### config.mk
export PLATFORM = sky130hd
export DESIGN_NAME = async_event_counter
export DESIGN_NICKNAME = d
export VERILOG_FILES = /design/src/logic/async_event_counter.v
export VERILOG_INCLUDE_DIRS = /design/src /design/src/logic
export SDC_FILE = /design/constraint.sdc
export NUM_CORES = 1
export LEC_CHECK = 0
export ABC_CLOCK_PERIOD_IN_PS = 5300
export BUFFER_PORTS_ARGS = -buffer_cell sky130_fd_sc_hd__clkbuf_2
export CAP_MARGIN = 10
export CELL_PAD_IN_SITES_DETAIL_PLACEMENT = 1
export CELL_PAD_IN_SITES_GLOBAL_PLACEMENT = 2
export CORE_MARGIN = 5
export CORE_UTILIZATION = 41
export DETAILED_ROUTE_END_ITERATION = 8
export PLACE_DENSITY_LB_ADDON = 0.1
export SLEW_MARGIN = 20
export SYNTH_ARGS = -nofsm -noshare
export SYNTH_HDL_FRONTEND = slang
export SYNTH_SLANG_ARGS = --single-unit
### constraint.sdc
create_clock -name clk -period 5.3 [get_ports clk]
set_clock_uncertainty 0.15 [all_clocks]
set_input_delay 1.06 -clock clk [delete_from_list [all_inputs] [get_ports clk]]
set_output_delay 1.06 -clock clk [all_outputs]
set_load 0.005 [all_outputs]
### src/logic/async_event_counter_regs.vh
// Register offsets, field positions and reset values of the event counter
`ifndef ASYNC_EVENT_COUNTER_REGS_VH
`define ASYNC_EVENT_COUNTER_REGS_VH

// ----------------------------------------------------------------------------
// Register indices on the register port
// ----------------------------------------------------------------------------
`define AEC_OFS_PWM_COMPARE_HIGH 4'h0
`define AEC_OFS_PWM_COMPARE_LOW  4'h1
`define AEC_OFS_PWM_DATA_HIGH    4'h2
`define AEC_OFS_PWM_DATA_LOW     4'h3
`define AEC_OFS_EDGE_SELECT      4'h4
`define AEC_OFS_CLOCK_CONTROL    4'h5
`define AEC_OFS_CONTROL_STATUS   4'h6
`define AEC_OFS_COUNT_HIGH       4'h7
`define AEC_OFS_COUNT_LOW        4'h8
`define AEC_OFS_IRQ_FLAGS        4'h9
`define AEC_OFS_IRQ_ENABLES      4'hA

// ----------------------------------------------------------------------------
// Reset values
// ----------------------------------------------------------------------------
`define AEC_RST_PWM_COMPARE 8'hFF
`define AEC_RST_ZERO        8'h00

// ----------------------------------------------------------------------------
// Field positions
// ----------------------------------------------------------------------------
// edge_select
`define AEC_ES_HIGH_MSB  7
`define AEC_ES_HIGH_LSB  6
`define AEC_ES_LOW_MSB   5
`define AEC_ES_LOW_LSB   4
`define AEC_ES_GATE_MSB  3
`define AEC_ES_GATE_LSB  2
`define AEC_ES_PWM_EN    1
// counter_clock_control
`define AEC_CC_HIGH_MSB  7
`define AEC_CC_HIGH_LSB  6
`define AEC_CC_LOW_MSB   5
`define AEC_CC_LOW_LSB   4
`define AEC_CC_PWM_MSB   3
`define AEC_CC_PWM_LSB   1
// counter_control_status
`define AEC_CS_OVH       7
`define AEC_CS_OVL       6
`define AEC_CS_RSVD      5
`define AEC_CS_SPLIT     4
`define AEC_CS_HIGH_COUNT_ENABLE      3
`define AEC_CS_LOW_COUNT_ENABLE      2
`define AEC_CS_HIGH_RESET_RELEASE      1
`define AEC_CS_LOW_RESET_RELEASE      0
// irq_flags / irq_enables
`define AEC_IRQ_COUNTER  0
`define AEC_IRQ_GATE     1

// ----------------------------------------------------------------------------
// Encodings
// ----------------------------------------------------------------------------
`define AEC_EDGE_FALL    2'b00
`define AEC_EDGE_RISE    2'b01
`define AEC_EDGE_BOTH    2'b10
`define AEC_CLK_PIN      2'b00

`endif

### src/logic/async_event_counter.v
// Asynchronous event counter: two 8-bit counters, prescalers, gating PWM
`timescale 1ns/1ps
`default_nettype none
`include "async_event_counter_regs.vh"

// Functional notes
// - Event pin edge select: 00 falling, 01 rising, 10 both, 11 prohibited.
// - Gate pin edge select: 00 falling, 01 rising, 10 both; 11 never written.
// - PWM enable 0 halts PWM and gates by pin; 1 runs PWM gating.
// - High clock select: 00 pin, 01 clk/2, 10 clk/4, 11 clk/8.
// - Low clock select: 00 pin, 01 clk/2, 10 clk/4, 11 clk/8.
// - PWM clock: 000 /2, 001 /4, 010 /8, 011 /16, 1X0 /32, 1X1 /64.
// - High overflow flag sets when high counter wraps FF to 00.
// - Low overflow flag sets on low wrap only in split mode.
// - Overflow flag clears by writing 0 after reading 1; writing 1 ignored.
// - Split bit 0 chains counters to 16 bits; 1 gives two 8-bit counters.
// - Count enable 0 blocks counter clock and holds value; 1 passes it.
// - Reset release bit 0 holds counter at zero; 1 releases it.
// - Counters read-only, reset zero; chained high counts low carries.
// - Counting only while selected gating signal is high.
// - In 16-bit mode low clock and edge selects drive the pair.
// - After reset: 16-bit mode, low pin, falling edge.
// - 16-bit wrap FFFF to 0000 sets high overflow flag, keeps counting.
// - Any overflow sets counter irq flag; request only when enabled.
// - PWM data registers write-only, reset to zero.
// - PWM low for data+1 periods, high until compare+1 periods.
// - Selected gating edge sets gate irq flag; request only when enabled.
// - PWM compare registers set the period and reset to all ones.
module async_event_counter (
  // Clock and reset
  input  wire       clk,
  input  wire       arst_n,
  // Register port
  input  wire [3:0] addr,
  input  wire [7:0] wdata,
  input  wire       wr,
  input  wire       rd,
  output reg  [7:0] rdata,
  // Event and gate pins
  input  wire       event_pin_high,
  input  wire       event_pin_low,
  input  wire       gate_interrupt_pin,
  // Interrupt requests and PWM waveform
  output wire       counter_irq,
  output wire       gate_irq,
  output reg        gating_pwm_output
);

  // --------------------------------------------------------------------------
  // Helpers
  // --------------------------------------------------------------------------
  // Edge match against a two-bit select; code 11 senses nothing
  // Sensing nothing on the prohibited code keeps a stray write harmless
  function edge_hit;
    input       prev;
    input       cur;
    input [1:0] sel;
    begin
      case (sel)
        `AEC_EDGE_FALL: edge_hit = prev & ~cur;
        `AEC_EDGE_RISE: edge_hit = ~prev & cur;
        `AEC_EDGE_BOTH: edge_hit = prev ^ cur;
        default:        edge_hit = 1'b0;
      endcase
    end
  endfunction

  // Prescaler tick for divide by two to the power k
  // All rates come from one free counter, so their ticks stay aligned
  function div_tick;
    input [5:0] cnt;
    input [2:0] k;
    begin
      case (k)
        3'h1:    div_tick = cnt[0];
        3'h2:    div_tick = &cnt[1:0];
        3'h3:    div_tick = &cnt[2:0];
        3'h4:    div_tick = &cnt[3:0];
        3'h5:    div_tick = &cnt[4:0];
        3'h6:    div_tick = &cnt[5:0];
        default: div_tick = 1'b0;
      endcase
    end
  endfunction

  // --------------------------------------------------------------------------
  // Reset release and pin synchronisers
  // --------------------------------------------------------------------------
  reg  [1:0] rst_sync_q;
  wire       rst_n;
  reg  [2:0] sync_h_q;
  reg  [2:0] sync_l_q;
  reg  [2:0] sync_g_q;
  reg        lvl_h_q;
  reg        lvl_l_q;
  reg        lvl_g_q;
  reg        lvl_h_prev_q;
  reg        lvl_l_prev_q;
  reg        lvl_g_prev_q;
  // Selected gating level, declared here as the edge history samples it
  wire       gate_lvl;

  assign rst_n = rst_sync_q[1];

  // Reset asserts at once, releases two edges later
  // Logic beyond this point sees only the released copy of reset
  always @(posedge clk or negedge arst_n) begin
    if (!arst_n) begin
      rst_sync_q <= 2'b00;
    end else begin
      rst_sync_q <= {rst_sync_q[0], 1'b1};
    end
  end

  // Three-stage pin capture; a level is accepted once stages two and three agree
  // Limitation: each pin phase must last three clocks or an edge may vanish
  // Counting therefore needs the system clock running; no pin-clocked path
  always @(posedge clk or negedge rst_n) begin
    if (!rst_n) begin
      sync_h_q     <= 3'h0;
      sync_l_q     <= 3'h0;
      sync_g_q     <= 3'h0;
      lvl_h_q      <= 1'b0;
      lvl_l_q      <= 1'b0;
      lvl_g_q      <= 1'b0;
      lvl_h_prev_q <= 1'b0;
      lvl_l_prev_q <= 1'b0;
      lvl_g_prev_q <= 1'b0;
    end else begin
      sync_h_q     <= {sync_h_q[1:0], event_pin_high};
      sync_l_q     <= {sync_l_q[1:0], event_pin_low};
      sync_g_q     <= {sync_g_q[1:0], gate_interrupt_pin};
      if (sync_h_q[1] == sync_h_q[2]) lvl_h_q <= sync_h_q[2];
      if (sync_l_q[1] == sync_l_q[2]) lvl_l_q <= sync_l_q[2];
      if (sync_g_q[1] == sync_g_q[2]) lvl_g_q <= sync_g_q[2];
      lvl_h_prev_q <= lvl_h_q;
      lvl_l_prev_q <= lvl_l_q;
      lvl_g_prev_q <= gate_lvl;
    end
  end

  // --------------------------------------------------------------------------
  // Software registers
  // --------------------------------------------------------------------------
  reg  [7:0] cmp_high_q;
  reg  [7:0] cmp_low_q;
  reg  [7:0] dat_high_q;
  reg  [7:0] dat_low_q;
  reg  [7:0] edge_sel_q;
  reg  [7:0] clk_ctl_q;
  reg  [5:0] ctl_q;      // reserved, split, enables and releases (bits 5..0)
  reg        ovh_q;
  reg        ovl_q;
  reg        ovh_armed_q;
  reg        ovl_armed_q;
  reg        cnt_irq_flag_q;
  reg        gate_irq_flag_q;
  reg  [1:0] irq_en_q;
  reg  [7:0] count_high_q;
  reg  [7:0] count_low_q;

  wire       pwm_en      = edge_sel_q[`AEC_ES_PWM_EN];
  wire       split       = ctl_q[`AEC_CS_SPLIT];
  wire       cue_h       = ctl_q[`AEC_CS_HIGH_COUNT_ENABLE];
  wire       cue_l       = ctl_q[`AEC_CS_LOW_COUNT_ENABLE];
  wire       rel_h       = ctl_q[`AEC_CS_HIGH_RESET_RELEASE];
  wire       rel_l       = ctl_q[`AEC_CS_LOW_RESET_RELEASE];
  wire       wr_status   = wr && (addr == `AEC_OFS_CONTROL_STATUS);
  wire       rd_status   = rd && (addr == `AEC_OFS_CONTROL_STATUS);
  wire       wr_irq_flag = wr && (addr == `AEC_OFS_IRQ_FLAGS);

  // --------------------------------------------------------------------------
  // Prescaler and gating PWM
  // --------------------------------------------------------------------------
  reg  [5:0]  presc_q;
  reg  [15:0] pwm_cnt_q;
  wire [15:0] pwm_cmp = {cmp_high_q, cmp_low_q};
  wire [15:0] pwm_dat = {dat_high_q, dat_low_q};
  wire [2:0]  pwm_sel = clk_ctl_q[`AEC_CC_PWM_MSB:`AEC_CC_PWM_LSB];
  reg  [2:0]  pwm_k;
  wire        pwm_tick;

  // Middle select bit is ignored for the two slowest rates
  always @* begin
    if (pwm_sel[2]) begin
      pwm_k = pwm_sel[0] ? 3'h6 : 3'h5;
    end else begin
      pwm_k = {1'b0, pwm_sel[1:0]} + 3'h1;
    end
  end

  assign pwm_tick = div_tick(presc_q, pwm_k);
  // Gating source follows the PWM enable
  assign gate_lvl = pwm_en ? gating_pwm_output : lvl_g_q;

  // Free prescaler; PWM runs low for data+1 ticks then high until compare+1
  // Data and compare are not double buffered; changing them while running
  // could give one malformed period, hence software halts the PWM first
  always @(posedge clk or negedge rst_n) begin
    if (!rst_n) begin
      presc_q           <= 6'h00;
      pwm_cnt_q         <= 16'h0000;
      gating_pwm_output <= 1'b0;
    end else begin
      presc_q <= presc_q + 6'h01;
      if (!pwm_en) begin
        pwm_cnt_q         <= 16'h0000;
        gating_pwm_output <= 1'b0;
      end else if (pwm_tick) begin
        if (pwm_cnt_q >= pwm_cmp) begin
          pwm_cnt_q         <= 16'h0000;
          gating_pwm_output <= 1'b0;
        end else begin
          pwm_cnt_q         <= pwm_cnt_q + 16'h0001;
          gating_pwm_output <= (pwm_cnt_q >= pwm_dat);
        end
      end
    end
  end

  // --------------------------------------------------------------------------
  // Count events
  // --------------------------------------------------------------------------
  wire [1:0] ck_h = clk_ctl_q[`AEC_CC_HIGH_MSB:`AEC_CC_HIGH_LSB];
  wire [1:0] ck_l = clk_ctl_q[`AEC_CC_LOW_MSB:`AEC_CC_LOW_LSB];
  wire       src_h;
  wire       src_l;
  wire       tick_l;
  wire       tick_h;
  wire       wrap_l;
  wire       wrap_h;
  wire       gate_edge;

  // Pin edge or prescaler, per clock select
  assign src_h = (ck_h == `AEC_CLK_PIN) ?
                 edge_hit(lvl_h_prev_q, lvl_h_q,
                          edge_sel_q[`AEC_ES_HIGH_MSB:`AEC_ES_HIGH_LSB]) :
                 div_tick(presc_q, {1'b0, ck_h});
  assign src_l = (ck_l == `AEC_CLK_PIN) ?
                 edge_hit(lvl_l_prev_q, lvl_l_q,
                          edge_sel_q[`AEC_ES_LOW_MSB:`AEC_ES_LOW_LSB]) :
                 div_tick(presc_q, {1'b0, ck_l});

  // Gate, enable and release all must pass before a count
  // An event meeting a closed gate is dropped, not held over
  assign tick_l = src_l && gate_lvl && cue_l && rel_l;
  assign wrap_l = tick_l && (count_low_q == 8'hFF);
  // Chained mode feeds the low carry into the high counter
  assign tick_h = (split ? (src_h && gate_lvl) : wrap_l) && cue_h && rel_h;
  assign wrap_h = tick_h && (count_high_q == 8'hFF);
  assign gate_edge = edge_hit(lvl_g_prev_q, gate_lvl,
                              edge_sel_q[`AEC_ES_GATE_MSB:`AEC_ES_GATE_LSB]);

  // Counters: held at zero while not released, wrap and carry on
  // The two bytes are read in separate accesses, so a carry between
  // them tears the 16-bit value; software stops counting before reading
  always @(posedge clk or negedge rst_n) begin
    if (!rst_n) begin
      count_low_q  <= `AEC_RST_ZERO;
      count_high_q <= `AEC_RST_ZERO;
    end else begin
      if (!rel_l) count_low_q <= `AEC_RST_ZERO;
      else if (tick_l) count_low_q <= count_low_q + 8'h01;
      if (!rel_h) count_high_q <= `AEC_RST_ZERO;
      else if (tick_h) count_high_q <= count_high_q + 8'h01;
    end
  end

  // --------------------------------------------------------------------------
  // Register writes and flags
  // --------------------------------------------------------------------------
  // Reserved bits are plain storage; software keeps them at zero
  // PWM data is write-only; the read mux has no entry for it
  always @(posedge clk or negedge rst_n) begin
    if (!rst_n) begin
      cmp_high_q <= `AEC_RST_PWM_COMPARE;
      cmp_low_q  <= `AEC_RST_PWM_COMPARE;
      dat_high_q <= `AEC_RST_ZERO;
      dat_low_q  <= `AEC_RST_ZERO;
      edge_sel_q <= `AEC_RST_ZERO;
      clk_ctl_q  <= `AEC_RST_ZERO;
      ctl_q      <= 6'h00;
      irq_en_q   <= 2'b00;
    end else if (wr) begin
      case (addr)
        `AEC_OFS_PWM_COMPARE_HIGH: cmp_high_q <= wdata;
        `AEC_OFS_PWM_COMPARE_LOW:  cmp_low_q  <= wdata;
        `AEC_OFS_PWM_DATA_HIGH:    dat_high_q <= wdata;
        `AEC_OFS_PWM_DATA_LOW:     dat_low_q  <= wdata;
        `AEC_OFS_EDGE_SELECT:      edge_sel_q <= wdata;
        `AEC_OFS_CLOCK_CONTROL:    clk_ctl_q  <= wdata;
        `AEC_OFS_CONTROL_STATUS:   ctl_q      <= wdata[5:0];
        `AEC_OFS_IRQ_ENABLES:      irq_en_q   <= wdata[1:0];
        default:                   ctl_q      <= ctl_q;
      endcase
    end
  end

  // Overflow flags clear only by 0 after a read of 1; a new overflow wins
  // A read that returns 1 arms, any status write disarms, so a flag
  // that sets after the read survives the clearing write
  always @(posedge clk or negedge rst_n) begin
    if (!rst_n) begin
      ovh_q           <= 1'b0;
      ovl_q           <= 1'b0;
      ovh_armed_q     <= 1'b0;
      ovl_armed_q     <= 1'b0;
      cnt_irq_flag_q  <= 1'b0;
      gate_irq_flag_q <= 1'b0;
    end else begin
      if (wrap_h) begin
        ovh_q <= 1'b1;
      end else if (wr_status && !wdata[`AEC_CS_OVH] && ovh_armed_q) begin
        ovh_q <= 1'b0;
      end
      if (wrap_l && split) begin
        ovl_q <= 1'b1;
      end else if (wr_status && !wdata[`AEC_CS_OVL] && ovl_armed_q) begin
        ovl_q <= 1'b0;
      end
      if (rd_status) begin
        ovh_armed_q <= ovh_q;
        ovl_armed_q <= ovl_q;
      end else if (wr_status) begin
        ovh_armed_q <= 1'b0;
        ovl_armed_q <= 1'b0;
      end
      if (wrap_h || (wrap_l && split)) begin
        cnt_irq_flag_q <= 1'b1;
      end else if (wr_irq_flag && !wdata[`AEC_IRQ_COUNTER]) begin
        cnt_irq_flag_q <= 1'b0;
      end
      if (gate_edge) begin
        gate_irq_flag_q <= 1'b1;
      end else if (wr_irq_flag && !wdata[`AEC_IRQ_GATE]) begin
        gate_irq_flag_q <= 1'b0;
      end
    end
  end

  // Requests are forwarded only when enabled
  assign counter_irq = cnt_irq_flag_q & irq_en_q[`AEC_IRQ_COUNTER];
  assign gate_irq    = gate_irq_flag_q & irq_en_q[`AEC_IRQ_GATE];

  // --------------------------------------------------------------------------
  // Read data, valid only in the cycle after the strobe
  // --------------------------------------------------------------------------
  // Zero outside the answer cycle lets several blocks share an OR read bus
  // Reads have no side effect apart from arming the overflow flags
  always @(posedge clk or negedge rst_n) begin
    if (!rst_n) begin
      rdata <= 8'h00;
    end else if (rd) begin
      case (addr)
        `AEC_OFS_PWM_COMPARE_HIGH: rdata <= cmp_high_q;
        `AEC_OFS_PWM_COMPARE_LOW:  rdata <= cmp_low_q;
        `AEC_OFS_EDGE_SELECT:      rdata <= edge_sel_q;
        `AEC_OFS_CLOCK_CONTROL:    rdata <= clk_ctl_q;
        `AEC_OFS_CONTROL_STATUS:   rdata <= {ovh_q, ovl_q, ctl_q};
        `AEC_OFS_COUNT_HIGH:       rdata <= count_high_q;
        `AEC_OFS_COUNT_LOW:        rdata <= count_low_q;
        `AEC_OFS_IRQ_FLAGS:        rdata <= {6'h00, gate_irq_flag_q, cnt_irq_flag_q};
        `AEC_OFS_IRQ_ENABLES:      rdata <= {6'h00, irq_en_q};
        default:                   rdata <= 8'h00; // Write-only and unmapped
      endcase
    end else begin
      rdata <= 8'h00;
    end
  end

endmodule
`default_nettype wire

==> run metrics <==
Final Instance Area=7780 um2; initial DRC count=251; Highest Clock Rate=0.313 GHz; worst path arrival time=3.35 ns; Worst R2R Start=presc_q[0]; largest net degree at the start of global routing=77; Clk Latency, worst-skew pair=0.43 ns; routed vias/inst=5.64; setup TNS=0 ns; Post-synth ARST share=100%; vias in the first global route=5519; Hold WC Path Type=reg -> async; DR WL/cell=22.2 um; Top FF cell, synth=dfrtp_1; #FFs+latches synth=126; Max clock buf depth=2; Tmin final=3.20 ns; pwr/cell area=393 nW/um2; reg-to-reg slack, setup=2.21 ns; Syn. warnings=0; Cell variety after synth=64; Pre-antenna DRT Iters=4; crit path kind=in -> reg; Syn Std Cell Area=6790 um2; initial core utilization=41.4%; Total GRT Usage=21.5%; IO buf count=29; # clock sinks=126; Post-CTS Resized=0; post-route clock period utilization=60.3%; GRT overflow=0; Seq/Total Area, Yosys=46.7%; DR vias=5113; final wirelength=20100 um; Layout area overhead=14.7%; combinational share of power=17.8%; status=finished, final reports clean; Num CTS Buffers=17; H-tree levels=4; fillcell total=1781; Cell Int Power=2.13 mW; Flop pwr share=42.3%; clock share of power=39.9%; Antenna Nets Post-Route=0; CP max FO=19; Pleak=3.59 nW; Syn Nets=707; cell count after synthesis=643; Core ar.=16400 um2; Die ar.=19200 um2; CP Capture Type=flop; Setup Viol. Count Final=0; CTS tree=done; area post-placement=7150 um2; final hold slack=0.132 ns; switching share of power=30.3%; critical path startpoint category=input pin; Sw Pwr=0.927 mW; clk slew on worst S/H paths=0.06 ns; chip width=139 um; Die Span Y=139 um; maximum vdd drop=188 uV; Worst Tran Pin Value=0.942 ns; reg2reg end=pwm_cnt_q[0]; Root Driver=clkbuf_16; share of layout cells above drive strength 1=20.4%; data required time of the worst path=5.45 ns; Post-CTS Hold Buffers=0; first-pass GRT wire length=31900 um; initial antenna violation count=0; RD Place Congestion=0.862; Layout Nets=737; Max-cap violations=0; syn avg cell area=10.6 um2; Final Hold Fails=0; Post-DP HPWL=14700 um; number of synthesized flops with an enable pin=0; Max-Slew Margin vs Limit=36.9%; Residual DRC=0; unrepaired setup endpoints after global routing=no; Post-CTS Setup Repair Bufs=0; IO Pins=30; FF-to-FF path depth=7; ANT cells=0; fin. max-slew vios=0; num rows=47; Tot Pwr=3.06 mW
## per-layer routing
| layer | wire length (um) | up-vias | GRT usage, % | share of wire (%) |
|---|---|---|---|---|
| li1 | - | 2369 | - | - |
| met1 | 8950 | 2654 | 26.8 | 45 |
| met2 | 10300 | 70 | 37.0 | 51 |
| met3 | 536 | 20 | 4.17 | 2.7 |
| met4 | 340 | 0 | 8.34 | 1.7 |
| met5 | 0 | - | 0 | 0 |
## cells in the mapped netlist (all sizes together), types with 5 or more instances
| master | instances | area [um2] |
|---|---|---|
| dfrtp | 110 | 2750 |
| nand2 | 57 | 216 |
| mux2 | 50 | 563 |
| ha | 45 | 563 |
| inv | 41 | 154 |
| o21ai | 37 | 189 |
| nor2 | 35 | 131 |
| nand3 | 23 | 115 |
| a21oi | 21 | 105 |
| mux2i | 20 | 200 |
| nand2b | 18 | 113 |
| clkbuf | 17 | 63.8 |
| dfstp | 16 | 420 |
| nor2b | 13 | 81.3 |
| a22o | 12 | 105 |
| and3 | 11 | 68.8 |
| nor3 | 11 | 60.1 |
| and2 | 10 | 62.6 |
| nand4 | 8 | 50.1 |
| a2111oi | 5 | 62.6 |
| nor4 | 5 | 31.3 |
| o211ai | 5 | 37.5 |
| xnor2 | 5 | 43.8 |
## layout by cell type (no fill, tap or decap), drive strengths merged, types with 6 or more instances in the layout
cell type	n
clkbuf	48
o21ai	37
nand4	8
a22o	12
nor3	11
clkinvlp	6
ha	45
mux2i	20
a21oi	21
dfstp	16
nor2b	13
dfrtp	110
nand3	23
nand2b	18
mux2	50
nand2	57
and3	11
and2	10
nor2	35
inv	43
## area by class of cell
type	count	area [um2]	share of cell area, %
sequential	126	3180	40.8
clock inverter	13	163	2.09
tap	220	275	3.54
multi-input combinational	455	3380	43.5
timing repair buffer	32	180	2.31
clock buffer	19	453	5.82
inverter	41	154	1.98
## cell families (layout without fill, tap and decap cells)
| family | Yosys count | count (layout) | synth area share, % |
|---|---|---|---|
| AOI/OAI and AO/OA | 119 | 119 | 12.4 |
| DFF | 126 | 126 | 46.7 |
| other | 1 | 1 | 0.0552 |
| buffers and inverters | 62 | 105 | 3.43 |
| xor gates and xnor gates | 8 | 8 | 1.03 |
| muxes | 73 | 73 | 12.2 |
| and+or+nand+nor | 206 | 206 | 15.4 |
| adders and majority gates | 48 | 48 | 8.74 |
## worst max-delay path: stages
cell	delay, ns
clkbuf_2	0.34
nor2b_1	0.66
nand2_1	0.22
nor2_1	0.64
mux2_2	0.42
## power by group through the flow
stage	Combinational, mW	Sequential, mW	Clock, mW
2_1_floorplan	0.402	1.23	0
3_3_place_gp	0.510	1.31	0
3_5_place_dp	0.540	1.31	0
4_1_cts	0.546	1.30	1.24
5_1_grt	0.616	1.31	1.29
6_report	0.544	1.29	1.22
## how the worst max path moves through the flow
stage	from	depth (start not counted)	end
2_1_floorplan	rst_sync_q[1]	0	clk_ctl_q[0]
3_3_place_gp	addr[2]	5	ctl_q[0]
3_5_place_dp	addr[2]	5	ctl_q[0]
4_1_cts	addr[2]	5	ctl_q[0]
5_1_grt	presc_q[0]	7	pwm_cnt_q[0]
6_report	addr[2]	5	ctl_q[0]
## flip-flops by register name, indices dropped and copies added, names as in the netlist, 6 cells and up
register,count
clk_ctl_q,8
cmp_high_q,8
cmp_low_q,8
count_high_q,8
count_low_q,8
ctl_q,6
dat_high_q,8
dat_low_q,8
edge_sel_q,8
presc_q,6
pwm_cnt_q,16
rdata,8
## through the flow
stage	std cells	setup WS, ns	utilization, %
floorplan	643	1.41	-
global placement	873	1.90	43.6
detailed placement	873	1.69	43.6
CTS	905	2.14	47.3
global route	906	1.91	47.4
finish	906	2.10	47.4
No activity file was read; power rests on OpenSTA's default activity.
